[config.mk]
export PLATFORM = sky130hd
export DESIGN_NAME = dual_8bit_event_timer_cascade
export DESIGN_NICKNAME = d
export VERILOG_FILES = /design/src/design/timer_channel.v /design/src/design/dual_8bit_event_timer_cascade.v
export VERILOG_INCLUDE_DIRS = /design/src /design/src/design
export SDC_FILE = /design/constraint.sdc
export NUM_CORES = 1
export LEC_CHECK = 0
export BUFFER_PORTS_ARGS = -buffer_cell sky130_fd_sc_hd__buf_2
export CORE_ASPECT_RATIO = 1.2
export CORE_MARGIN = 8
export CORE_UTILIZATION = 50
export DETAILED_ROUTE_END_ITERATION = 8
export MAX_ROUTING_LAYER = met4
export PLACE_DENSITY = 0.72
export SLEW_MARGIN = 20
export SYNTH_ARGS = -nofsm -noshare
export SYNTH_HDL_FRONTEND = slang
export SYNTH_HIERARCHICAL = 1
export SYNTH_SLANG_ARGS = --single-unit
[constraint.sdc]
create_clock -name aclk -period 4.5 [get_ports aclk]
set_clock_uncertainty 0.1 [all_clocks]
set_input_delay 0.9 -clock aclk [delete_from_list [all_inputs] [get_ports aclk]]
set_output_delay 0.9 -clock aclk [all_outputs]
set_load 0.01 [all_outputs]
[src/design/event_timer_map.vh]
`ifndef EVENT_TIMER_MAP_VH
`define EVENT_TIMER_MAP_VH
// ----------------------------------------------------------------
// register byte offsets (one aligned word each)
// ----------------------------------------------------------------
`define OFS_COUNT0      8'h00
`define OFS_COUNT1      8'h04
`define OFS_THRESH0     8'h08
`define OFS_THRESH1     8'h0c
`define OFS_SRCSEL0     8'h10
`define OFS_SRCSEL1     8'h14
`define OFS_MODE0       8'h18
`define OFS_MODE1       8'h1c
`define OFS_COMBCOUNT   8'h20
`define OFS_COMBTHRESH  8'h24
`define OFS_STATUS      8'h28
// ----------------------------------------------------------------
// mode control fields
// ----------------------------------------------------------------
`define MODE_RUN_BIT    7
`define MODE_PWM_BIT    6
`define MODE_CHAIN_BIT  4
`define MODE_SET_BIT    3
`define MODE_CLR_BIT    2
`define MODE_TOG_BIT    1
`define MODE_OE_BIT     0
`define MODE_RW_MASK0   8'hc3
`define MODE_RW_MASK1   8'hd3
// ----------------------------------------------------------------
// count source codes
// ----------------------------------------------------------------
`define SRC_EV_FALL     3'h0
`define SRC_EV_RISE     3'h1
`define SRC_DIV1        3'h2
`define SRC_DIV2        3'h3
`define SRC_DIV4        3'h4
`define SRC_DIV64       3'h5
`define SRC_DIV256      3'h6
`define SRC_OTHER_IRQ   3'h7
// ----------------------------------------------------------------
// reset values and bus responses
// ----------------------------------------------------------------
`define RST_BYTE        8'h00
`define RESP_OKAY       2'h0
`define RESP_SLVERR     2'h2
`endif

[src/design/timer_channel.v]
`timescale 1ns/1ps
`default_nettype none
// one 8-bit counter with compare, output flip-flop and carry out
module timer_channel (
    input wire aclk,
    input wire aresetn,
    input wire tick,
    input wire run,
    input wire pwm,
    input wire tog_en,
    input wire low_active,
    input wire oe,
    input wire chained,
    input wire match_in,
    input wire match_sel,
    input wire lvl_set,
    input wire lvl_clr,
    input wire [7:0] threshold,
    output reg [7:0] count_ff,
    output wire carry,
    output wire match,
    output reg irq_ff,
    output reg pin_ff
);
    reg out_ff;
    reg [7:0] nxt_count;
    reg nxt_out;
    wire hit;
    assign carry = tick && run && (count_ff == 8'hff);
    assign match = (count_ff == threshold);
    // in chain mode the upper half only matches as part of the 16-bit value
    assign hit = match_sel ? match_in : match;
    always @* begin
        nxt_count = count_ff;
        nxt_out = out_ff;
        if (!run) begin
            nxt_count = 8'h00;
        end else if (tick) begin
            // a chained upper half also clears on the 16-bit match
            if (!pwm && hit) begin
                nxt_count = 8'h00;
            end else begin
                nxt_count = count_ff + 8'h01;
            end
        end
        if (pwm) begin
            if (!run) begin
                nxt_out = 1'b0;
            end else if (tick && count_ff == 8'hff) begin
                nxt_out = 1'b1;
            end else if (tick && match) begin
                nxt_out = 1'b0;
            end
        end else begin
            if (lvl_set && !lvl_clr) begin
                nxt_out = 1'b1;
            end else if (lvl_clr && !lvl_set) begin
                nxt_out = 1'b0;
            end else if (run && tick && hit && tog_en && !chained) begin
                nxt_out = ~out_ff;
            end
        end
    end
    always @(posedge aclk) begin
        if (!aresetn) begin
            count_ff <= 8'h00;
            out_ff <= 1'b0;
            irq_ff <= 1'b0;
            pin_ff <= 1'b0;
        end else begin
            count_ff <= nxt_count;
            out_ff <= nxt_out;
            irq_ff <= run && tick && !pwm && hit && !chained;
            // disabled output is held low; pwm polarity follows the toggle bit
            pin_ff <= oe && (pwm ? (nxt_out ^ low_active) : nxt_out);
        end
    end
endmodule
`default_nettype wire

[src/design/dual_8bit_event_timer_cascade.v]
// Chosen here: the register offsets and the AXI4-Lite interface to the registers.
`timescale 1ns/1ps
`default_nettype none
`include "event_timer_map.vh"
module dual_8bit_event_timer_cascade (
    input wire aclk,
    input wire aresetn,
    input wire [7:0] s_axi_awaddr,
    input wire s_axi_awvalid,
    output reg s_axi_awready,
    input wire [31:0] s_axi_wdata,
    input wire [3:0] s_axi_wstrb,
    input wire s_axi_wvalid,
    output reg s_axi_wready,
    output reg [1:0] s_axi_bresp,
    output reg s_axi_bvalid,
    input wire s_axi_bready,
    input wire [7:0] s_axi_araddr,
    input wire s_axi_arvalid,
    output reg s_axi_arready,
    output reg [31:0] s_axi_rdata,
    output reg [1:0] s_axi_rresp,
    output reg s_axi_rvalid,
    input wire s_axi_rready,
    input wire [1:0] event_input_pin,
    output reg [1:0] wave_output_pin,
    output reg [1:0] match_irq
);
    // ------------------------------------------------------------
    // registers
    // ------------------------------------------------------------
    reg [7:0] match_threshold_ff [0:1];
    reg [2:0] count_source_select_ff [0:1];
    reg [7:0] channel_mode_control_ff [0:1];
    reg [1:0] lvl_set_ff;
    reg [1:0] lvl_clr_ff;
    reg [7:0] aw_addr_ff;
    reg aw_held_ff;
    reg [31:0] w_data_ff;
    reg [3:0] w_strb_ff;
    reg w_held_ff;
    reg [7:0] prescale_ff;
    reg [1:0] ev_sync1_ff;
    reg [1:0] ev_sync2_ff;
    reg [1:0] ev_prev_ff;
    wire [7:0] count [0:1];
    wire [1:0] carry;
    wire [1:0] match;
    wire [1:0] irq;
    wire [1:0] pin;
    wire [1:0] tick;
    wire [1:0] pre_tick;
    wire chain_on;
    wire match16;
    wire do_write;
    wire [7:0] prescale_next;
    // ------------------------------------------------------------
    // mode decode
    // ------------------------------------------------------------
    // only the upper channel owns the chain select bit
    assign chain_on = channel_mode_control_ff[1][`MODE_CHAIN_BIT];
    assign match16 = match[0] && match[1];
    assign prescale_next = prescale_ff + 8'h01;
    function src_tick;
        input [2:0] sel;
        input [7:0] pre_now;
        input [7:0] pre_nxt;
        input rise;
        input fall;
        input other;
        begin
            case (sel)
                `SRC_EV_FALL: src_tick = fall;
                `SRC_EV_RISE: src_tick = rise;
                `SRC_DIV1: src_tick = 1'b1;
                `SRC_DIV2: src_tick = pre_nxt[0] & ~pre_now[0];
                `SRC_DIV4: src_tick = pre_nxt[1] & ~pre_now[1];
                `SRC_DIV64: src_tick = pre_nxt[5] & ~pre_now[5];
                `SRC_DIV256: src_tick = (pre_now == 8'hff);
                `SRC_OTHER_IRQ: src_tick = other;
                default: src_tick = 1'b0;
            endcase
        end
    endfunction
    // ------------------------------------------------------------
    // count sources and channels
    // ------------------------------------------------------------
    always @(posedge aclk) begin
        if (!aresetn) begin
            prescale_ff <= 8'h00;
            ev_sync1_ff <= 2'h0;
            ev_sync2_ff <= 2'h0;
            ev_prev_ff <= 2'h0;
        end else begin
            prescale_ff <= prescale_next;
            ev_sync1_ff <= event_input_pin;
            ev_sync2_ff <= ev_sync1_ff;
            ev_prev_ff <= ev_sync2_ff;
        end
    end
    genvar gi;
    generate
        for (gi = 0; gi < 2; gi = gi + 1) begin : chan
            wire run_bit;
            wire pwm_bit;
            // in chain mode the upper half runs only while both run bits are set; pwm is off in both halves
            assign run_bit = (gi == 1 && chain_on) ?
                (channel_mode_control_ff[0][`MODE_RUN_BIT] &&
                 channel_mode_control_ff[1][`MODE_RUN_BIT]) :
                channel_mode_control_ff[gi][`MODE_RUN_BIT];
            assign pwm_bit = channel_mode_control_ff[gi][`MODE_PWM_BIT] && !chain_on;
            assign pre_tick[gi] = src_tick(count_source_select_ff[gi], prescale_ff,
                prescale_next, ev_sync2_ff[gi] & ~ev_prev_ff[gi],
                ~ev_sync2_ff[gi] & ev_prev_ff[gi], irq[1 - gi]);
            // upper source select is ignored in chain mode; the extra term lets the
            // upper half see the tick on which the 16-bit match clears both halves
            assign tick[gi] = (gi == 1 && chain_on) ?
                (carry[0] || (tick[0] && match16 &&
                 channel_mode_control_ff[0][`MODE_RUN_BIT])) :
                pre_tick[gi];
            timer_channel u_ch (
                .aclk(aclk),
                .aresetn(aresetn),
                .tick(tick[gi]),
                .run(run_bit),
                .pwm(pwm_bit),
                .tog_en(channel_mode_control_ff[gi][`MODE_TOG_BIT]),
                .low_active(channel_mode_control_ff[gi][`MODE_TOG_BIT]),
                .oe(channel_mode_control_ff[gi][`MODE_OE_BIT]),
                .chained(gi == 1 && chain_on),
                .match_in(match16),
                .match_sel(chain_on),
                .lvl_set(lvl_set_ff[gi]),
                .lvl_clr(lvl_clr_ff[gi]),
                .threshold(match_threshold_ff[gi]),
                .count_ff(count[gi]),
                .carry(carry[gi]),
                .match(match[gi]),
                .irq_ff(irq[gi]),
                .pin_ff(pin[gi])
            );
        end
    endgenerate
    // in chain mode the lower clear also resets upper via the shared match
    always @(posedge aclk) begin
        if (!aresetn) begin
            wave_output_pin <= 2'h0;
            match_irq <= 2'h0;
        end else begin
            wave_output_pin <= pin;
            match_irq <= irq;
        end
    end
    // ------------------------------------------------------------
    // axi4-lite write
    // ------------------------------------------------------------
    assign do_write = aw_held_ff && w_held_ff && !s_axi_bvalid;
    always @(posedge aclk) begin
        if (!aresetn) begin
            s_axi_awready <= 1'b0;
            s_axi_wready <= 1'b0;
            s_axi_bvalid <= 1'b0;
            s_axi_bresp <= `RESP_OKAY;
            aw_held_ff <= 1'b0;
            w_held_ff <= 1'b0;
            aw_addr_ff <= 8'h00;
            w_data_ff <= 32'h00000000;
            w_strb_ff <= 4'h0;
            lvl_set_ff <= 2'h0;
            lvl_clr_ff <= 2'h0;
            match_threshold_ff[0] <= `RST_BYTE;
            match_threshold_ff[1] <= `RST_BYTE;
            count_source_select_ff[0] <= 3'h0;
            count_source_select_ff[1] <= 3'h0;
            channel_mode_control_ff[0] <= `RST_BYTE;
            channel_mode_control_ff[1] <= `RST_BYTE;
        end else begin
            lvl_set_ff <= 2'h0;
            lvl_clr_ff <= 2'h0;
            s_axi_awready <= !aw_held_ff && !s_axi_awready && s_axi_awvalid;
            s_axi_wready <= !w_held_ff && !s_axi_wready && s_axi_wvalid;
            if (s_axi_awvalid && s_axi_awready) begin
                aw_held_ff <= 1'b1;
                aw_addr_ff <= s_axi_awaddr;
            end
            if (s_axi_wvalid && s_axi_wready) begin
                w_held_ff <= 1'b1;
                w_data_ff <= s_axi_wdata;
                w_strb_ff <= s_axi_wstrb;
            end
            if (s_axi_bvalid && s_axi_bready) begin
                s_axi_bvalid <= 1'b0;
                aw_held_ff <= 1'b0;
                w_held_ff <= 1'b0;
            end
            if (do_write) begin
                s_axi_bvalid <= 1'b1;
                s_axi_bresp <= `RESP_OKAY;
                case (aw_addr_ff)
                    `OFS_THRESH0: if (w_strb_ff[0]) match_threshold_ff[0] <= w_data_ff[7:0];
                    `OFS_THRESH1: if (w_strb_ff[0]) match_threshold_ff[1] <= w_data_ff[7:0];
                    `OFS_SRCSEL0: if (w_strb_ff[0]) count_source_select_ff[0] <= w_data_ff[2:0];
                    `OFS_SRCSEL1: if (w_strb_ff[0]) count_source_select_ff[1] <= w_data_ff[2:0];
                    `OFS_MODE0: if (w_strb_ff[0]) begin
                        channel_mode_control_ff[0] <= w_data_ff[7:0] & `MODE_RW_MASK0;
                        lvl_set_ff[0] <= w_data_ff[`MODE_SET_BIT];
                        lvl_clr_ff[0] <= w_data_ff[`MODE_CLR_BIT];
                    end
                    `OFS_MODE1: if (w_strb_ff[0]) begin
                        channel_mode_control_ff[1] <= w_data_ff[7:0] & `MODE_RW_MASK1;
                        lvl_set_ff[1] <= w_data_ff[`MODE_SET_BIT];
                        lvl_clr_ff[1] <= w_data_ff[`MODE_CLR_BIT];
                    end
                    `OFS_COMBTHRESH: if (chain_on) begin
                        if (w_strb_ff[0]) match_threshold_ff[0] <= w_data_ff[7:0];
                        if (w_strb_ff[1]) match_threshold_ff[1] <= w_data_ff[15:8];
                    end else begin
                        s_axi_bresp <= `RESP_SLVERR;
                    end
                    default: s_axi_bresp <= `RESP_SLVERR;
                endcase
            end
        end
    end
    // ------------------------------------------------------------
    // axi4-lite read
    // ------------------------------------------------------------
    always @(posedge aclk) begin
        if (!aresetn) begin
            s_axi_arready <= 1'b0;
            s_axi_rvalid <= 1'b0;
            s_axi_rdata <= 32'h00000000;
            s_axi_rresp <= `RESP_OKAY;
        end else begin
            s_axi_arready <= !s_axi_rvalid && !s_axi_arready && s_axi_arvalid;
            if (s_axi_rvalid && s_axi_rready) begin
                s_axi_rvalid <= 1'b0;
            end
            if (s_axi_arvalid && s_axi_arready) begin
                s_axi_rvalid <= 1'b1;
                s_axi_rresp <= `RESP_OKAY;
                s_axi_rdata <= 32'h00000000;
                case (s_axi_araddr)
                    `OFS_COUNT0: s_axi_rdata <= {24'h000000, count[0]};
                    `OFS_COUNT1: s_axi_rdata <= {24'h000000, count[1]};
                    `OFS_THRESH0: s_axi_rdata <= {24'h000000, match_threshold_ff[0]};
                    `OFS_THRESH1: s_axi_rdata <= {24'h000000, match_threshold_ff[1]};
                    `OFS_SRCSEL0: s_axi_rdata <= {29'h00000000, count_source_select_ff[0]};
                    `OFS_SRCSEL1: s_axi_rdata <= {29'h00000000, count_source_select_ff[1]};
                    // level field is never stored so it reads as zero
                    `OFS_MODE0: s_axi_rdata <= {24'h000000, channel_mode_control_ff[0]};
                    `OFS_MODE1: s_axi_rdata <= {24'h000000, channel_mode_control_ff[1]};
                    // both bytes captured on one edge so a word read is coherent
                    `OFS_COMBCOUNT: if (chain_on) begin
                        s_axi_rdata <= {16'h0000, count[1], count[0]};
                    end else begin
                        s_axi_rresp <= `RESP_SLVERR;
                    end
                    `OFS_COMBTHRESH: if (chain_on) begin
                        s_axi_rdata <= {16'h0000, match_threshold_ff[1], match_threshold_ff[0]};
                    end else begin
                        s_axi_rresp <= `RESP_SLVERR;
                    end
                    `OFS_STATUS: s_axi_rdata <= {24'h000000, 2'h0, wave_output_pin,
                        2'h0, match};
                    default: s_axi_rresp <= `RESP_SLVERR;
                endcase
            end
        end
    end
endmodule
`default_nettype wire

# Word level (Yosys, flattened, before mapping)
# Memories as Yosys holds them, arrays and structs flattened.
# Cells that the tools add are included.
# W data, S select, Z words.
[classes]
n_reduce_logical = 72
mux = 81
addsub = 3
div = 0
eq_ne = 36
n_shift = 0
n_bitwise = 27
mul = 0
n_lt_le_gt_ge = 0
[op_table]
columns = ["cell", "count"]
rows = [
  ["$pmux W16 S11", 1],
  ["$eq A8 B5 Y1 const B", 8],
  ["$mux W1", 63],
  ["$mux W8", 6],
  ["$logic_and A1 B1 Y1", 44],
  ["$eq A8 B4 Y1 const B", 4],
  ["$eq A8 B6 Y1 const B", 4],
  ["$mux W16", 2],
  ["$add A8 B1 Y8 const B", 3],
  ["$eq A3 B3 Y1 const B", 8],
  ["$eq A8 B8 Y1 const B", 3],
  ["$eq A8 B8 Y1", 2],
  ["$pmux W1 S8", 2],
  ["$logic_not A1 Y1", 14],
  ["$eq A3 B2 Y1 const B", 4],
  ["$mux W5", 2],
  ["$not A1 Y1", 10],
  ["$reduce_or A9 Y1", 1],
  ["$eq A8 B3 Y1 const B", 1],
  ["$logic_not A8 Y1", 1],
  ["$or A1 B1 Y1", 8],
  ["$pmux W2 S2", 2],
  ["$and A1 B1 Y1", 7],
  ["$eq A3 B1 Y1 const B", 2],
  ["10 further kinds", 17],
]
[totals]
mem_count = 3
regBits = 113
word_cells = 253
input_bits = 61
rom_bits = 0
latchBits = 0
output_inout_bits = 45
ramBits = 32
[mem_list]
columns = ["name", "depth", "width", "read_ports", "rd_clocked_by_memory_dff", "write_ports", "line_no", "text"]
rows = [
  ["match_threshold_ff", 2, 8, 2, 0, 2, "dual_8bit_event_timer_cascade.v:32", "reg [7:0] match_threshold_ff [0:1];"],
  ["channel_mode_control_ff", 2, 5, 2, 0, 2, "dual_8bit_event_timer_cascade.v:34", "reg [7:0] channel_mode_control_ff [0:1];"],
  ["count_source_select_ff", 2, 3, 2, 0, 2, "dual_8bit_event_timer_cascade.v:33", "reg [2:0] count_source_select_ff [0:1];"],
]

# Logic depth before layout (Yosys ltp)
# Gate-level depths: netlist of run 1.
[depth]
ltp_word = 18
ltp_mapped = 18
ltp_nobuf = 16

# By module
# Netlist of run 1, hierarchy kept.
[modules_own_cells]
columns = ["module", "cells_each", "area_each_um2", "n_inst", "seq_area_each_um2"]
rows = [
  ["dual_8bit_event_timer_cascade", 514, 4981.0, 1, 2392.3],
  ["timer_channel", 82, 716.9, 2, 220.2],
]

# Worst setup path after synthesis of run 1
# OpenSTA, ideal clock, no wires.
[synth_path]
kind = "register to register"
start = "register prescale_ff[2]"
end = "register chan[1].u_ch.pin_ff"
slack_ns = 0.928
required_ns = 4.297
setup_time_ns = 0.103
stages_incl_launch_ff = 19
path_buffers = 2
synth_period_minus_slack_ns = 3.572
t_arrival_ns = 3.369
path_cell_list = "dfxtp_1 -> nand3_1 -> nor3_1 -> ha_1 -> mux2_2 -> o221a_2 -> o2bb2ai_1 -> buf_2 -> nand4_1 -> nor2_1 -> and4_1 -> a31oi_1 -> a22oi_1 -> buf_2 -> nand4b_1 -> nor4bb_1 -> and3_2 -> a221oi_1 -> a2111oi_2"
[synth_between]
elab_chain_len = 18
word_cells_on_any_way = 27
cone_classes = "add/sub: 1; eq/ne: 1; mux: 11; bitwise: 2; reduce/logical: 12"
[synth_rtl]
columns = ["element", "line_no", "text"]
rows = [
  ["from (decl)", "dual_8bit_event_timer_cascade.v:42", "reg [7:0] prescale_ff;"],
  ["from (signal assigned)", "dual_8bit_event_timer_cascade.v:95", "prescale_ff <= prescale_next;"],
  ["$add A8 B1 Y8", "dual_8bit_event_timer_cascade.v:63", "assign prescale_next = prescale_ff + 8'h01;"],
  ["$and A1 B1 Y1", "dual_8bit_event_timer_cascade.v:78", "`SRC_DIV64: src_tick = pre_nxt[5] & ~pre_now[5];"],
  ["$pmux W1 S8 *", "dual_8bit_event_timer_cascade.v:72", "case (sel)"],
  ["named net pre_tick[0]", "dual_8bit_event_timer_cascade.v:52", "wire [1:0] pre_tick;"],
  ["$logic_and A1 B1 Y1 * (2 in a row)", "timer_channel.v:29", "assign carry = tick && run && (count_ff == 8'hff);"],
  ["named net carry[0]", "dual_8bit_event_timer_cascade.v:47", "wire [1:0] carry;"],
  ["$logic_or A1 B1 Y1 *", "dual_8bit_event_timer_cascade.v:118", "(carry[0] || (tick[0] && match16 &&"],
  ["$mux W1 *", "dual_8bit_event_timer_cascade.v:117", "assign tick[gi] = (gi == 1 && chain_on) ?"],
  ["named net tick[1]", "dual_8bit_event_timer_cascade.v:51", "wire [1:0] tick;"],
  ["$logic_and A1 B1 Y1 (4 in a row)", "timer_channel.v:59", "end else if (run && tick && hit && tog_en && !chained) begin"],
  ["$mux W1", "timer_channel.v:59", ""],
  ["$mux W1", "timer_channel.v:57", "end else if (lvl_clr && !lvl_set) begin"],
  ["$mux W1", "timer_channel.v:55", "if (lvl_set && !lvl_clr) begin"],
  ["$mux W1 *", "timer_channel.v:46", "if (pwm) begin"],
  ["$xor A1 B1 Y1", "timer_channel.v:75", "pin_ff <= oe && (pwm ? (nxt_out ^ low_active) : nxt_out);"],
  ["$mux W1 *", "timer_channel.v:75", ""],
  ["$logic_and A1 B1 Y1 *", "timer_channel.v:75", ""],
  ["to (signal assigned)", "timer_channel.v:75", ""],
  ["to (decl)", "timer_channel.v:23", "output reg pin_ff"],
]
# Mark *: on every way through the listed nets, which the timed path passes. The rest lies on a longest branch.
# A chain may end at the register's enable or synchronous reset.

# Worst setup path in the final report of run 1
# Same ends and word-level chain as after synthesis.

==> Flow_metrics.wiki, run 1 <==
{| class="wikitable"
! Metric !! Value
|-
| Status || complete, no violations
|-
| Num rows || 45
|-
| Number of cells on the worst reg-to-reg path || 16
|-
| Category of the worst setup path capture point || flop
|-
| Slew Limit Headroom || 33.43%
|-
| Clock slew at the register clock pins of the worst setup and hold paths || 0.05 ns
|-
| Initial core utilization || 50.86%
|-
| Clock insertion delay at the later pin of the skew report || 0.41 ns
|-
| Least-Margin Pin Slew || between 0.9 and 1 ns
|-
| Congestion Overflow GR || 0
|-
| Count of unresolved DRC violations after routing || 0
|-
| CTS H-tree depth || 4
|-
| Top post-synthesis cells by area || sky130_fd_sc_hd__dfxtp_1 (30%), sky130_fd_sc_hd__edfxtp_1 (15%), sky130_fd_sc_hd__nand2_1 (5.9%), sky130_fd_sc_hd__a21boi_0 (4.0%), sky130_fd_sc_hd__mux2i_1 (3.7%)
|-
| Final Hold Fails || 0
|-
| Worst reg2reg path startpoint || prescale_ff[2]$_SDFF_PN0_
|-
| Data arrival time of the worst path || 4.23 ns
|-
| Number of buffers created by CTS || 17
|-
| Capturing point of the worst reg2reg path || chan[1].u_ch/pin_ff$_SDFF_PN0_
|-
| Post-Syn Area per Cell || 9.462 µm²
|-
| Worst path buffer plus inverter count || 0
|-
| Slowest Stage Delay on Critical Path || 0.40 ns
|-
| Area of the die || ~17,000 µm²
|-
| Fraction of layout cells with a size suffix above 1 || 17.68%
|-
| Instance count after placement with tap cells included || 890
|-
| Worst hold-check path type || reg2reg
|-
| Root buffer cell || sky130_fd_sc_hd__clkbuf_16
|-
| Syn. warnings || 6
|-
| Cells resized by post-CTS repair || 0
|-
| Die H || 140.1 µm
|-
| Top-level port count || between 100 and 150
|-
| Layout overhead on the synthesized area || 16.42%
|-
| Predominant post-synthesis flop cell || sky130_fd_sc_hd__dfxtp_1
|-
| Worst setup path startpoint || prescale_ff[2]$_SDFF_PN0_
|-
| Post-DR wirelength/cell || 17.12 µm
|-
| Top cell type by total area after synthesis || sky130_fd_sc_hd__dfxtp_1
|-
| Setup total negative slack || 0 ns
|-
| Crit path max-delay cell type || sky130_fd_sc_hd__a22oi_1
|-
| Area after detailed placement || 6830 µm²
|-
| Final Instance Count excl. Fillers || 922
|-
| Global-route usage over all layers || 19.70%
|-
| Post-CTS setup-driven buffer insertion count || 0
|-
| Hold wc startpoint || ev_sync1_ff[0]$_SDFF_PN0_
|-
| Layout Cell Area excl Fill || between 7000 and 8000 µm²
|-
| Number of enable-type register cells in the synthesized netlist || 31
|-
| Overall via count from detail_route || 5,175
|-
| Instance count of the mapped netlist || 678
|-
| Clock tree from TritonCTS || built
|-
| Portion of the post-synthesis area used by sequential elements || between 40% and 50%
|-
| Hold Crit Endpoint || ev_sync2_ff[0]$_SDFF_PN0_
|-
| Number of synthesized register bits || 126
|-
| Worst path cell trace || nand3_1 > nor3_1 > ha_1 > mux2_2 > o221a_2 > o2bb2ai_1 > nand4_1 > nor2_1 > and4_1 > a31oi_1 > a22oi_1 > nand4b_1 > nor4bb_1 > and3_2 > a221oi_1 > a2111oi_2
|-
| Category of the critical setup timing path || reg2reg
|-
| Worst IR drop on VDD || 233.1 µV
|-
| Post-layout min period || 4.027 ns
|-
| DR vias/cell || 5.613
|-
| Kind of cell adding the most delay to the critical path || simple AND/OR/NAND/NOR gates
|-
| Pin count of the biggest net entering global routing || 50
|-
| Top achievable clock speed || approximately 0.25 GHz
|-
| Nets || 811
|-
| Global-route wire length before repair || around 26 mm
|-
| Tcrit/Tclk final || between 80% and 90%
|-
| Reg2reg setup slack || 0.47 ns
|-
| Largest fanout of any net on the critical path || 5
|-
| Port Buf Inserts || 69
|-
| Setup crit start kind || flop
|-
| Via count of the first global-routing pass || 5,388
|-
| Pre-CTS WS || ~0.53 ns
|-
| Hold buffers post-CTS || 0
|-
| Count of antenna diodes in the layout || 0
|-
| HPWL after DPL || around 12 mm
|-
| Clk buf depth || 2
|-
| Pleak || 2.887 nW
|-
| Mapped Area || 6415 µm²
|-
| # Max-Cap Violations || 0
|-
| Share of the synthesized area in the top cell type || between 20 and 30%
|-
| Crit path setup slack, layout || 0.4726 ns
|-
| Antenna violations before repair || 0
|-
| Final setup fails || 0
|-
| Power density normalized to cell area || 382.8 nW/µm²
|-
| Worst hold slack across all endpoints || 0.3290 ns
|-
| Post-Route WL || 15.79 mm
|-
| Asr flop ratio synth || 0%
|-
| Max-slew violations || 0
|-
| Setup repair after global routing missed its margin || no
|-
| Number of detailed-routing iterations run before antenna repair || 5
|-
| DRT antenna net count || 0
|-
| Starting DRT DRC Count || around 230
|-
| Gp weighted congestion || 0.9120
|-
| Hold path depth || 1
|-
| TritonCTS sink count || between 100 and 150
|-
| Area of the placeable core || 12,610 µm²
|-
| Die width || around 120 µm
|-
| Post-synthesis cell type count || between 60 and 70
|-
| Critical path data required time || 4.71 ns
|}
per-stage QoR:
stage               util (%)  power [mW]
CTS                    59.22       2.870
finish                 59.22       2.859
detailed placement     54.16       1.410
global placement       54.16       1.404
floorplan                  -       1.361
global route           59.22       2.936
cells in the mapped netlist, drive strengths merged, types with 8 or more instances:
library cell	count
a21boi	35
clkbuf	19
nand2	101
nor4bb	8
and2	29
nand3	29
and3	8
a22o	10
dfxtp	95
nor2	38
xnor2	10
o21ai	27
xor2	24
nor2b	21
a21oi	12
edfxtp	31
inv	15
mux2i	24
nand2b	9
nor3	10
buf	27
nand4	8
layout by cell type, fill, tap and decap left out, types with 12 or more instances in the layout:
cell type	count
sky130_fd_sc_hd__nand2_1	101
sky130_fd_sc_hd__dfxtp_1	95
sky130_fd_sc_hd__buf_2	69
sky130_fd_sc_hd__nor2_1	37
sky130_fd_sc_hd__a21boi_0	34
sky130_fd_sc_hd__edfxtp_1	31
sky130_fd_sc_hd__and2_1	29
sky130_fd_sc_hd__nand3_1	28
sky130_fd_sc_hd__o21ai_0	27
sky130_fd_sc_hd__mux2i_1	24
sky130_fd_sc_hd__xor2_1	24
sky130_fd_sc_hd__nor2b_1	21
sky130_fd_sc_hd__conb_1	20
sky130_fd_sc_hd__clkbuf_16	17
sky130_fd_sc_hd__inv_1	15
sky130_fd_sc_hd__a21oi_1	12
registers in the layout, summed over array words and instances, names as in the netlist, 6 cells and up:
name	flops
channel_mode_control_ff	9
match_threshold_ff	16
count_source_select_ff	6
prescale_ff	8
aw_addr_ff	8
w_data_ff	16
chan.u_ch/count_ff	16
s_axi_rdata	16
cells by family after synthesis:
logic type                 Yosys count  share of synthesized area [%]
adders and majority gates            5                         0.9752
buffers and inverters               61                          4.798
and+or+nand+nor                    287                          24.30
muxes                               32                          5.500
xor gates and xnor gates            34                          4.642
other                                1                        0.05846
DFF                                126                          44.16
AOI/OAI and AO/OA                  132                          15.56
worst reg2reg max path, stage by stage, from the launching register on:
cell,delay (ns)
sky130_fd_sc_hd__dfxtp_1,0.39
sky130_fd_sc_hd__nand3_1,0.17
sky130_fd_sc_hd__nor3_1,0.26
sky130_fd_sc_hd__ha_1,0.24
sky130_fd_sc_hd__mux2_2,0.16
sky130_fd_sc_hd__o221a_2,0.17
sky130_fd_sc_hd__o2bb2ai_1,0.15
sky130_fd_sc_hd__nand4_1,0.19
sky130_fd_sc_hd__nor2_1,0.21
sky130_fd_sc_hd__and4_1,0.30
sky130_fd_sc_hd__a31oi_1,0.06
sky130_fd_sc_hd__a22oi_1,0.40
sky130_fd_sc_hd__nand4b_1,0.24
sky130_fd_sc_hd__nor4bb_1,0.31
sky130_fd_sc_hd__and3_2,0.21
sky130_fd_sc_hd__a221oi_1,0.06
sky130_fd_sc_hd__a2111oi_2,0.30
area by class of cell:
type / count / area, µm²
inverters: 15 / 56.30
well taps: 164 / 205.2
clock inverters: 13 / 185.2
clock buffers: 19 / 452.9
flip-flops and latches: 126 / 2833
multi-input cells: 510 / 3346
repair buffers: 75 / 390.4
fillers: 1118 / 5144
worst max path at each step:
stage / to / slack (ns) / cells past startpoint
after floorplan: chan[1].u_ch/pin_ff$_SDFF_PN0_ / 0.93 / 18
after global placement: chan[1].u_ch/pin_ff$_SDFF_PN0_ / 0.69 / 16
after detailed placement: chan[1].u_ch/pin_ff$_SDFF_PN0_ / 0.53 / 16
after CTS: chan[1].u_ch/pin_ff$_SDFF_PN0_ / 0.44 / 16
after global routing: chan[1].u_ch/pin_ff$_SDFF_PN0_ / 0.04 / 16
final: chan[1].u_ch/pin_ff$_SDFF_PN0_ / 0.47 / 16
where the power goes:
part | internal, mW | switching, mW
clock network | 0.958 | 0.511
registers | 1.19 | 0.0330
logic | 0.0680 | 0.101
metal layers:
metal | vias to the layer above | global-route usage [%] | share of wire, %
met1 | 2447 | 22.51 | 44
met3 | 38 | 3.780 | 4.4
met4 | 0 | 9.354 | 3.0
li1 | 2524 | - | -
met5 | - | - | 0
met2 | 166 | 32.71 | 49
No activity file was read; power rests on OpenSTA's default activity.
==> run 2, diff against run 1 <==
Settings changed: ABC_AREA from default to 1.
==> Flow_metrics.wiki, run 2 <==
{| class="wikitable"
! Metric !! Value
|-
| Leading cell types in the layout, fill and taps excluded || sky130_fd_sc_hd__nand2_1 (218), sky130_fd_sc_hd__inv_1 (107), sky130_fd_sc_hd__nor2_1 (100)
|-
| Power share of the combinational group || 5.9% (about the same)
|-
| Predominant post-synthesis flop cell || sky130_fd_sc_hd__dfxtp_1
|-
| Antenna violations before repair || 0 (unchanged)
|-
| Top cell type by total area after synthesis || sky130_fd_sc_hd__dfxtp_1
|-
| Clock tree from TritonCTS || built
|-
| Gp weighted congestion || 0.9305 (+2.0%)
|-
| Initial core utilization || 50.80% (-0.066 points)
|-
| Net switching power || 0.6246 mW (-3.3%)
|-
| Area of the placeable core || 13,180 µm² (+4.5%)
|-
| Final setup fails || 0 (unchanged)
|-
| Mapped Area || 6695 µm² (+4.4%)
|-
| Tcrit/Tclk final || 86.06% (-3.4 points)
|-
| HPWL after DPL || 11.92 mm (+3.6%)
|-
| Root buffer cell || sky130_fd_sc_hd__clkbuf_16
|-
| Share of the synthesized area in the top cell type || 28.41% (-1.2 points)
|-
| Category of the worst setup path capture point || flop
|-
| Syn. warnings || 6 (unchanged)
|-
| Fraction of layout cells with a size suffix above 1 || 18.96% (+1.3 points)
|-
| CTS H-tree depth || 4 (unchanged)
|-
| Overall via count from detail_route || 5,858 (+13%)
|-
| Crit path setup slack, layout || 0.6272 ns (+0.1546 ns)
|-
| Clock slew at the register clock pins of the worst setup and hold paths || 0.05 ns (about the same)
|-
| Leading cell type in the layout, fill and taps excluded || sky130_fd_sc_hd__nand2_1
|-
| Number of synthesized register bits || 126 (unchanged)
|-
| Clock insertion delay at the later pin of the skew report || 0.42 ns (about the same)
|-
| Largest family of logic cells by synthesized area || simple AND/OR/NAND/NOR gates
|-
| Data arrival time of the worst path || 4.09 ns (-0.14 ns)
|-
| Port Buf Inserts || 69 (unchanged)
|-
| Post-synthesis cell type count || 40 (-42%)
|-
| Count of unresolved DRC violations after routing || 0 (unchanged)
|-
| Number of detailed-routing iterations run before antenna repair || 5 (unchanged)
|-
| Final Hold Fails || 0 (unchanged)
|-
| Clock group share of total power || 50.5% (-0.9 points)
|-
| Setup repair after global routing missed its margin || no
|-
| Die width || 121.6 µm (+1.9%)
|-
| Num rows || 46 (+2.2%)
|-
| Nets || 1,055 (+30%)
|-
| Least-Margin Pin Slew || 0.7965 ns (-0.2020 ns)
|-
| Final Instance Count excl. Fillers || 1,170 (+27%)
|-
| XOR/XNOR Fraction of Synth Area || 2.224% (-2.4 points)
|-
| Most frequently used cell type in the post-synthesis netlist || sky130_fd_sc_hd__nand2_1
|-
| Total internal power || 2.163 mW (-2.2%)
|-
| Pin count of the biggest net entering global routing || 59 (+18%)
|-
| Setup total negative slack || 0 ns (unchanged)
|-
| Number of enable-type register cells in the synthesized netlist || 31 (unchanged)
|-
| Post-layout min period || 3.873 ns (-0.1546 ns)
|-
| Worst IR drop on VDD || 245.0 µV (+5.1%)
|-
| Post-layout utilization of the core || 58.44% (-0.78 points)
|-
| Total area of sequential cells || 2833 µm² (unchanged)
|-
| Starting DRT DRC Count || 337 (+50%)
|-
| Post-Syn Area per Cell || 7.269 µm² (-23%)
|-
| Critical path data required time || 4.71 ns (about the same)
|-
| Global-route usage over all layers || 19.60% (-0.094 points)
|-
| Post-Route WL || 16.16 mm (+2.4%)
|-
| Post-synthesis mux area share || 0% (-5.5 points)
|-
| Max-slew violations || 0 (unchanged)
|-
| Area of the die || 17,360 µm² (+3.8%)
|-
| Power share of the sequential group || 43.6% (+0.9 points)
|-
| Layout overhead on the synthesized area || 15.04%
|-
| Most frequent cells after synthesis || sky130_fd_sc_hd__nand2_1 (218), sky130_fd_sc_hd__inv_1 (107), sky130_fd_sc_hd__nor2_1 (100)
|-
| Synthesized-area fraction occupied by and/or/nand/nor cells || 32.93% (+8.6 points)
|-
| Pleak || 3.484 nW (+21%)
|-
| Status || complete, no violations
|-
| Synthesized-area fraction occupied by adder cells || 0.9344% (-0.041 points)
|-
| Share of the synthesized area in compound gates (AO/OA/AOI/OAI) || 10.37% (-5.2 points)
|-
| Congestion Overflow GR || 0 (unchanged)
|-
| Top post-synthesis cells by area || sky130_fd_sc_hd__dfxtp_1 (28%), sky130_fd_sc_hd__edfxtp_1 (14%), sky130_fd_sc_hd__nand2_1 (12%), sky130_fd_sc_hd__inv_1 (6.0%), sky130_fd_sc_hd__nor2_1 (5.6%)
|-
| DRT antenna net count || 0 (unchanged)
|-
| Top-level port count || 106 (unchanged)
|-
| Worst hold-check path type || reg2reg
|-
| Net switching share of the total power || 22.41% (-0.19 points)
|-
| Post-CTS setup-driven buffer insertion count || 0 (unchanged)
|-
| Largest fanout of any net on the critical path || 8 (+3)
|-
| Top achievable clock speed || 0.2582 GHz (+4.0%)
|-
| Clk buf depth || 2 (unchanged)
|-
| Worst hold slack across all endpoints || 0.3217 ns (-0.007288 ns)
|-
| Setup crit start kind || flop
|-
| Global-route wire length before repair || 26.50 mm (+1.4%)
|-
| Multi-input gate area || 3189 µm² (-4.7%)
|-
| Filler cell count || 1,271 (+14%)
|-
| DR vias/cell || 5.007 (-11%)
|-
| Category of the critical setup timing path || reg2reg
|-
| # Max-Cap Violations || 0 (unchanged)
|-
| Post-DR wirelength/cell || 13.82 µm (-19%)
|-
| Die H || 142.8 µm (+1.9%)
|-
| Portion of the post-synthesis area used by sequential elements || 42.31% (-1.8 points)
|-
| Slew Limit Headroom || 46.84% (+13 points)
|-
| Count of antenna diodes in the layout || 0 (unchanged)
|-
| Power density normalized to cell area || 361.9 nW/µm² (-5.4%)
|-
| Asr flop ratio synth || 0% (unchanged)
|-
| Via count of the first global-routing pass || 5,665 (+5.1%)
|-
| Pre-CTS WS || 0.5625 ns (+0.02965 ns)
|-
| Number of buffers created by CTS || 17 (unchanged)
|-
| Instance count after placement with tap cells included || 1,138 (+28%)
|-
| TritonCTS sink count || 126 (unchanged)
|-
| Instance count of the mapped netlist || 921 (+36%)
|}
## run 2: power groups by stage
stage                     Clock, mW  Sequential [mW]  Combinational (mW)
after floorplan                   0             1.23               0.126
after global placement            0             1.24               0.161
after detailed placement          0             1.24               0.164
after CTS                      1.43             1.22               0.165
after global routing           1.47             1.22               0.187
final                          1.41             1.22               0.165
## run 2: worst paths after layout
check	startpoint	endpoint	slack, ns	cells after the start
worst max-delay path	prescale_ff[0]$_SDFF_PN0_	chan[1].u_ch/count_ff[7]$_SDFFE_PN0P_	0.63	18
worst min-delay path	ev_sync1_ff[1]$_SDFF_PN0_	ev_sync2_ff[1]$_SDFF_PN0_	0.32	2
worst max register to register	prescale_ff[0]$_SDFF_PN0_	chan[1].u_ch/count_ff[7]$_SDFFE_PN0P_	0.63	18
worst min register to register	ev_sync1_ff[1]$_SDFF_PN0_	ev_sync2_ff[1]$_SDFF_PN0_	0.32	2
## run 2: repair_timing
action                     in CTS  in global routing
setup endpoints to repair       0                  1
gates resized for setup         0                  1
hold buffers                    0                  0
## run 2: cell families after synthesis
group	after synthesis
XOR/XNOR	17
AND/OR/NAND/NOR	476
buffers and inverters	169
adder cells (fa/ha/maj)	5
flip-flops	126
AO/OA/AOI/OAI	127
other	1
## run 2: stage by stage
stage          instance area [µm²]  total power, mW
3_3_place_gp                  7077            1.400
2_1_floorplan                 6766            1.358
6_report                      7702            2.788
3_5_place_dp                  7077            1.403
4_1_cts                       7699            2.806
5_1_grt                       7702            2.876
## run 2: per-layer routing
metal  track usage [%]  part of all wire (%)
met2             33.32                    48
met4             10.02                   3.4
met3             3.358                   4.9
met1             21.66                    44
met5                 -                     0
## run 2: final cells by class
type | instances | area share (%)
clock buffer | 24 | 6.790
clock inverter | 8 | 1.283
inverter | 126 | 6.140
multi-input combinational | 645 | 41.41
sequential | 126 | 36.78
tap | 168 | 2.729
timing repair buffer | 73 | 4.873
## run 2: critical path: stages, from the launching register on
cell and delay, ns:
sky130_fd_sc_hd__dfxtp_1 0.43, sky130_fd_sc_hd__nand3_1 0.14, sky130_fd_sc_hd__nor3_1 0.24, sky130_fd_sc_hd__ha_1 0.20
sky130_fd_sc_hd__inv_1 0.05, sky130_fd_sc_hd__o211ai_1 0.15, sky130_fd_sc_hd__nand2_1 0.09, sky130_fd_sc_hd__a21boi_0 0.43
sky130_fd_sc_hd__nand2_1 0.13, sky130_fd_sc_hd__nor3_1 0.49, sky130_fd_sc_hd__nor2_1 0.14, sky130_fd_sc_hd__a21oi_2 0.35
sky130_fd_sc_hd__nand2_1 0.12, sky130_fd_sc_hd__nor3_1 0.18, sky130_fd_sc_hd__nand2_1 0.12, sky130_fd_sc_hd__nor2_1 0.14
sky130_fd_sc_hd__nand2_1 0.08, sky130_fd_sc_hd__xor2_1 0.13, sky130_fd_sc_hd__nor2_1 0.06
==> run 3, diff against run 2 <==
Clock period 4.5 ns to 3.9 ns, I/O delays scaled along.
==> Flow_metrics.wiki, run 3 (same netlist as run 2, synthesis figures left out) <==
{| class="wikitable"
! Metric !! Value
|-
| Slew Limit Headroom || 60.87% (+14 points)
|-
| Die width || 121.6 µm (unchanged)
|-
| Category of the worst setup path capture point || flop
|-
| HPWL after DPL || 12.15 mm (+1.9%)
|-
| Die H || 142.8 µm (unchanged)
|-
| Overall via count from detail_route || 5,837 (-0.36%)
|-
| Clock insertion delay at the later pin of the skew report || 0.41 ns (about the same)
|-
| Top achievable clock speed || 0.2896 GHz (+12%)
|-
| Clock tree from TritonCTS || built
|-
| Capturing point of the worst reg2reg path || chan[1].u_ch/count_ff[7]$_SDFFE_PN0P_
|-
| Post-Route WL || 16.19 mm (+0.17%)
|-
| Post-DR wirelength/cell || 13.82 µm (about the same)
|-
| Gp weighted congestion || 0.9492 (+2.0%)
|-
| DR vias/cell || 4.980 (-0.53%)
|-
| Pleak || 3.463 nW (-0.59%)
|-
| Leading cell types in the layout, fill and taps excluded || sky130_fd_sc_hd__nand2_1 (218), sky130_fd_sc_hd__inv_1 (107), sky130_fd_sc_hd__nor2_1 (100)
|-
| Starting DRT DRC Count || 334 (-0.89%)
|-
| Worst hold-check path type || reg2reg
|-
| Initial core utilization || 50.80% (unchanged)
|-
| Setup total negative slack || 0 ns (unchanged)
|-
| Nets || 1,058 (+0.28%)
|-
| Data arrival time of the worst path || 3.70 ns (-0.39 ns)
|-
| Num rows || 46 (unchanged)
|-
| Crit path max-delay cell type || sky130_fd_sc_hd__dfxtp_1
|-
| DRT antenna net count || 0 (unchanged)
|-
| Worst setup path startpoint || prescale_ff[0]$_SDFF_PN0_
|-
| Status || complete, no violations
|-
| Root buffer cell || sky130_fd_sc_hd__clkbuf_16
|-
| Setup repair after global routing missed its margin || no
|-
| Setup crit end || chan[1].u_ch/count_ff[7]$_SDFFE_PN0P_
|-
| Top-level port count || 106 (unchanged)
|-
| Pin count of the biggest net entering global routing || 59 (unchanged)
|-
| Worst path cell trace || nand3_1 > nor3_1 > ha_1 > inv_1 > o211ai_1 > nand2_1 > a21boi_1 > nand2_1 > nor3_1 > buf_4 > nor2_1 > a21oi_1 > nand2_1 > nor3_1 > nand2_1 > nor2_1 > nand2_1 > xor2_1 > nor2_1
|-
| TritonCTS sink count || 126 (unchanged)
|-
| Congestion Overflow GR || 0 (unchanged)
|-
| Count of unresolved DRC violations after routing || 0 (unchanged)
|-
| Hold buffers post-CTS || 0 (unchanged)
|-
| Cell repeated most along the worst path || sky130_fd_sc_hd__nand2_1
|-
| Number of cells on the worst reg-to-reg path || 19 (+1)
|-
| # Max-Cap Violations || 0 (unchanged)
|-
| Number of detailed-routing iterations run before antenna repair || 5 (unchanged)
|-
| Worst reg2reg path startpoint || prescale_ff[0]$_SDFF_PN0_
|-
| Max-slew violations || 0 (unchanged)
|-
| Least-Margin Pin Slew || 0.5869 ns (-0.2096 ns)
|-
| Filler cell count || 1,235 (-2.8%)
|-
| Tcrit/Tclk final || 88.54% (+2.5 points)
|-
| Layout Cell Area excl Fill || 7640 µm² (-0.81%)
|-
| Area after detailed placement || 7099 µm² (+0.32%)
|-
| Final Hold Fails || 0 (unchanged)
|-
| CTS H-tree depth || 4 (unchanged)
|-
| Global-route wire length before repair || 26.19 mm (-1.2%)
|-
| Global-route usage over all layers || 19.63% (+0.031 points)
|-
| Antenna violations before repair || 0 (unchanged)
|-
| Leading cell type in the layout, fill and taps excluded || sky130_fd_sc_hd__nand2_1
|-
| Number of buffers created by CTS || 17 (unchanged)
|-
| Power density normalized to cell area || 401.2 nW/µm² (+11%)
|-
| Slowest Stage Delay on Critical Path || 0.41 ns (-0.08 ns)
|-
| Largest fanout of any net on the critical path || 6 (-2)
|-
| Setup crit start kind || flop
|-
| Count of antenna diodes in the layout || 0 (unchanged)
|-
| Port Buf Inserts || 69 (unchanged)
|-
| Area of the die || 17,360 µm² (unchanged)
|-
| Layout overhead on the synthesized area || 14.11%
|-
| Clock slew at the register clock pins of the worst setup and hold paths || 0.05 ns (about the same)
|-
| Category of the critical setup timing path || reg2reg
|-
| Area of the placeable core || 13,180 µm² (unchanged)
|-
| Final setup fails || 0 (unchanged)
|-
| Critical path data required time || 4.15 ns (-0.56 ns)
|-
| Hold wc startpoint || ev_sync1_ff[1]$_SDFF_PN0_
|-
| Worst IR drop on VDD || 228.8 µV (-6.6%)
|-
| Fraction of layout cells with a size suffix above 1 || 18.63% (-0.34 points)
|-
| Post-layout min period || 3.453 ns (-0.4197 ns)
|-
| Reg2reg setup slack || 0.45 ns (-0.18 ns)
|-
| Via count of the first global-routing pass || 5,433 (-4.1%)
|-
| Clk buf depth || 2 (unchanged)
|}
-- run 3: cell types whose count changed in the layout (fill, tap and decap cells not counted), sizes merged --
cell | previous run | this run
clkbuf | 24 | 22
buf | 73 | 76
inv | 126 | 125
clkinvlp | 1 | 0
clkinv | 5 | 8
-- run 3: what timing repair did --
item / 4_1_cts / 5_1_grt
gates resized for setup: 0 / 1
hold endpoints to repair: 0 / 0
buffers inserted: 0 / 0
setup endpoints to repair: 0 / 1
-- run 3: worst min path at each step --
stage / to / cells past startpoint
2_1_floorplan: ev_sync2_ff[0]$_SDFF_PN0_ / 2
3_5_place_dp: wave_output_pin[1]$_SDFF_PN0_ / 2
3_3_place_gp: ev_sync2_ff[1]$_SDFF_PN0_ / 2
5_1_grt: wave_output_pin[1]$_SDFF_PN0_ / 2
4_1_cts: wave_output_pin[1]$_SDFF_PN0_ / 2
6_report: ev_sync2_ff[1]$_SDFF_PN0_ / 2
-- run 3: per-stage QoR --
step                      hold WS (ns)  instances  power (mW)  worst slack, ns  util (%)
after global routing            0.3368       1172       3.173          0.05286     57.96
after detailed placement        0.3031       1141       1.620           0.3742     53.86
after CTS                       0.3164       1172       3.087           0.3163     57.96
after global placement          0.2978       1141       1.616           0.4439     53.86
after floorplan                 0.2905        940       1.567           0.9351         -
final                           0.3158       1172       3.065           0.4469     57.96
-- run 3: power breakdown --
group / switching [mW] / internal [mW]
logic: 0.130 / 0.0617
clock network: 0.543 / 0.928
registers: 0.0296 / 1.37
-- run 3: per-layer routing --
| layer | global-route usage, % | vias up | wire (µm) |
|---|---|---|---|
| met5 | - | - | 0 |
| met2 | 32.66 | 206 | 7777 |
| met4 | 8.718 | 0 | 437 |
| met1 | 22.73 | 2552 | 7072 |
| met3 | 3.437 | 38 | 904 |
| li1 | - | 3041 | - |
-- run 3: critical path: cells and delay by family, from the launching register on --
kind / cells / cell delay [ns]
XOR/XNOR: 1 / 0.14
AND/OR/NAND/NOR: 12 / 1.60
adder cells (fa/ha/maj): 1 / 0.19
buffers and inverters: 2 / 0.21
flip-flops: 1 / 0.41
AO/OA/AOI/OAI: 3 / 0.76
-- run 3: final cells by class --
class / instances / area (µm²) / share of cell area, %
inverters: 126 / 473.0 / 6.191
repair buffers: 76 / 397.9 / 5.208
clock buffers: 22 / 444.2 / 5.814
clock inverters: 9 / 96.34 / 1.261
multi-input cells: 645 / 3186 / 41.70
flip-flops and latches: 126 / 2833 / 37.08
well taps: 168 / 210.2 / 2.751
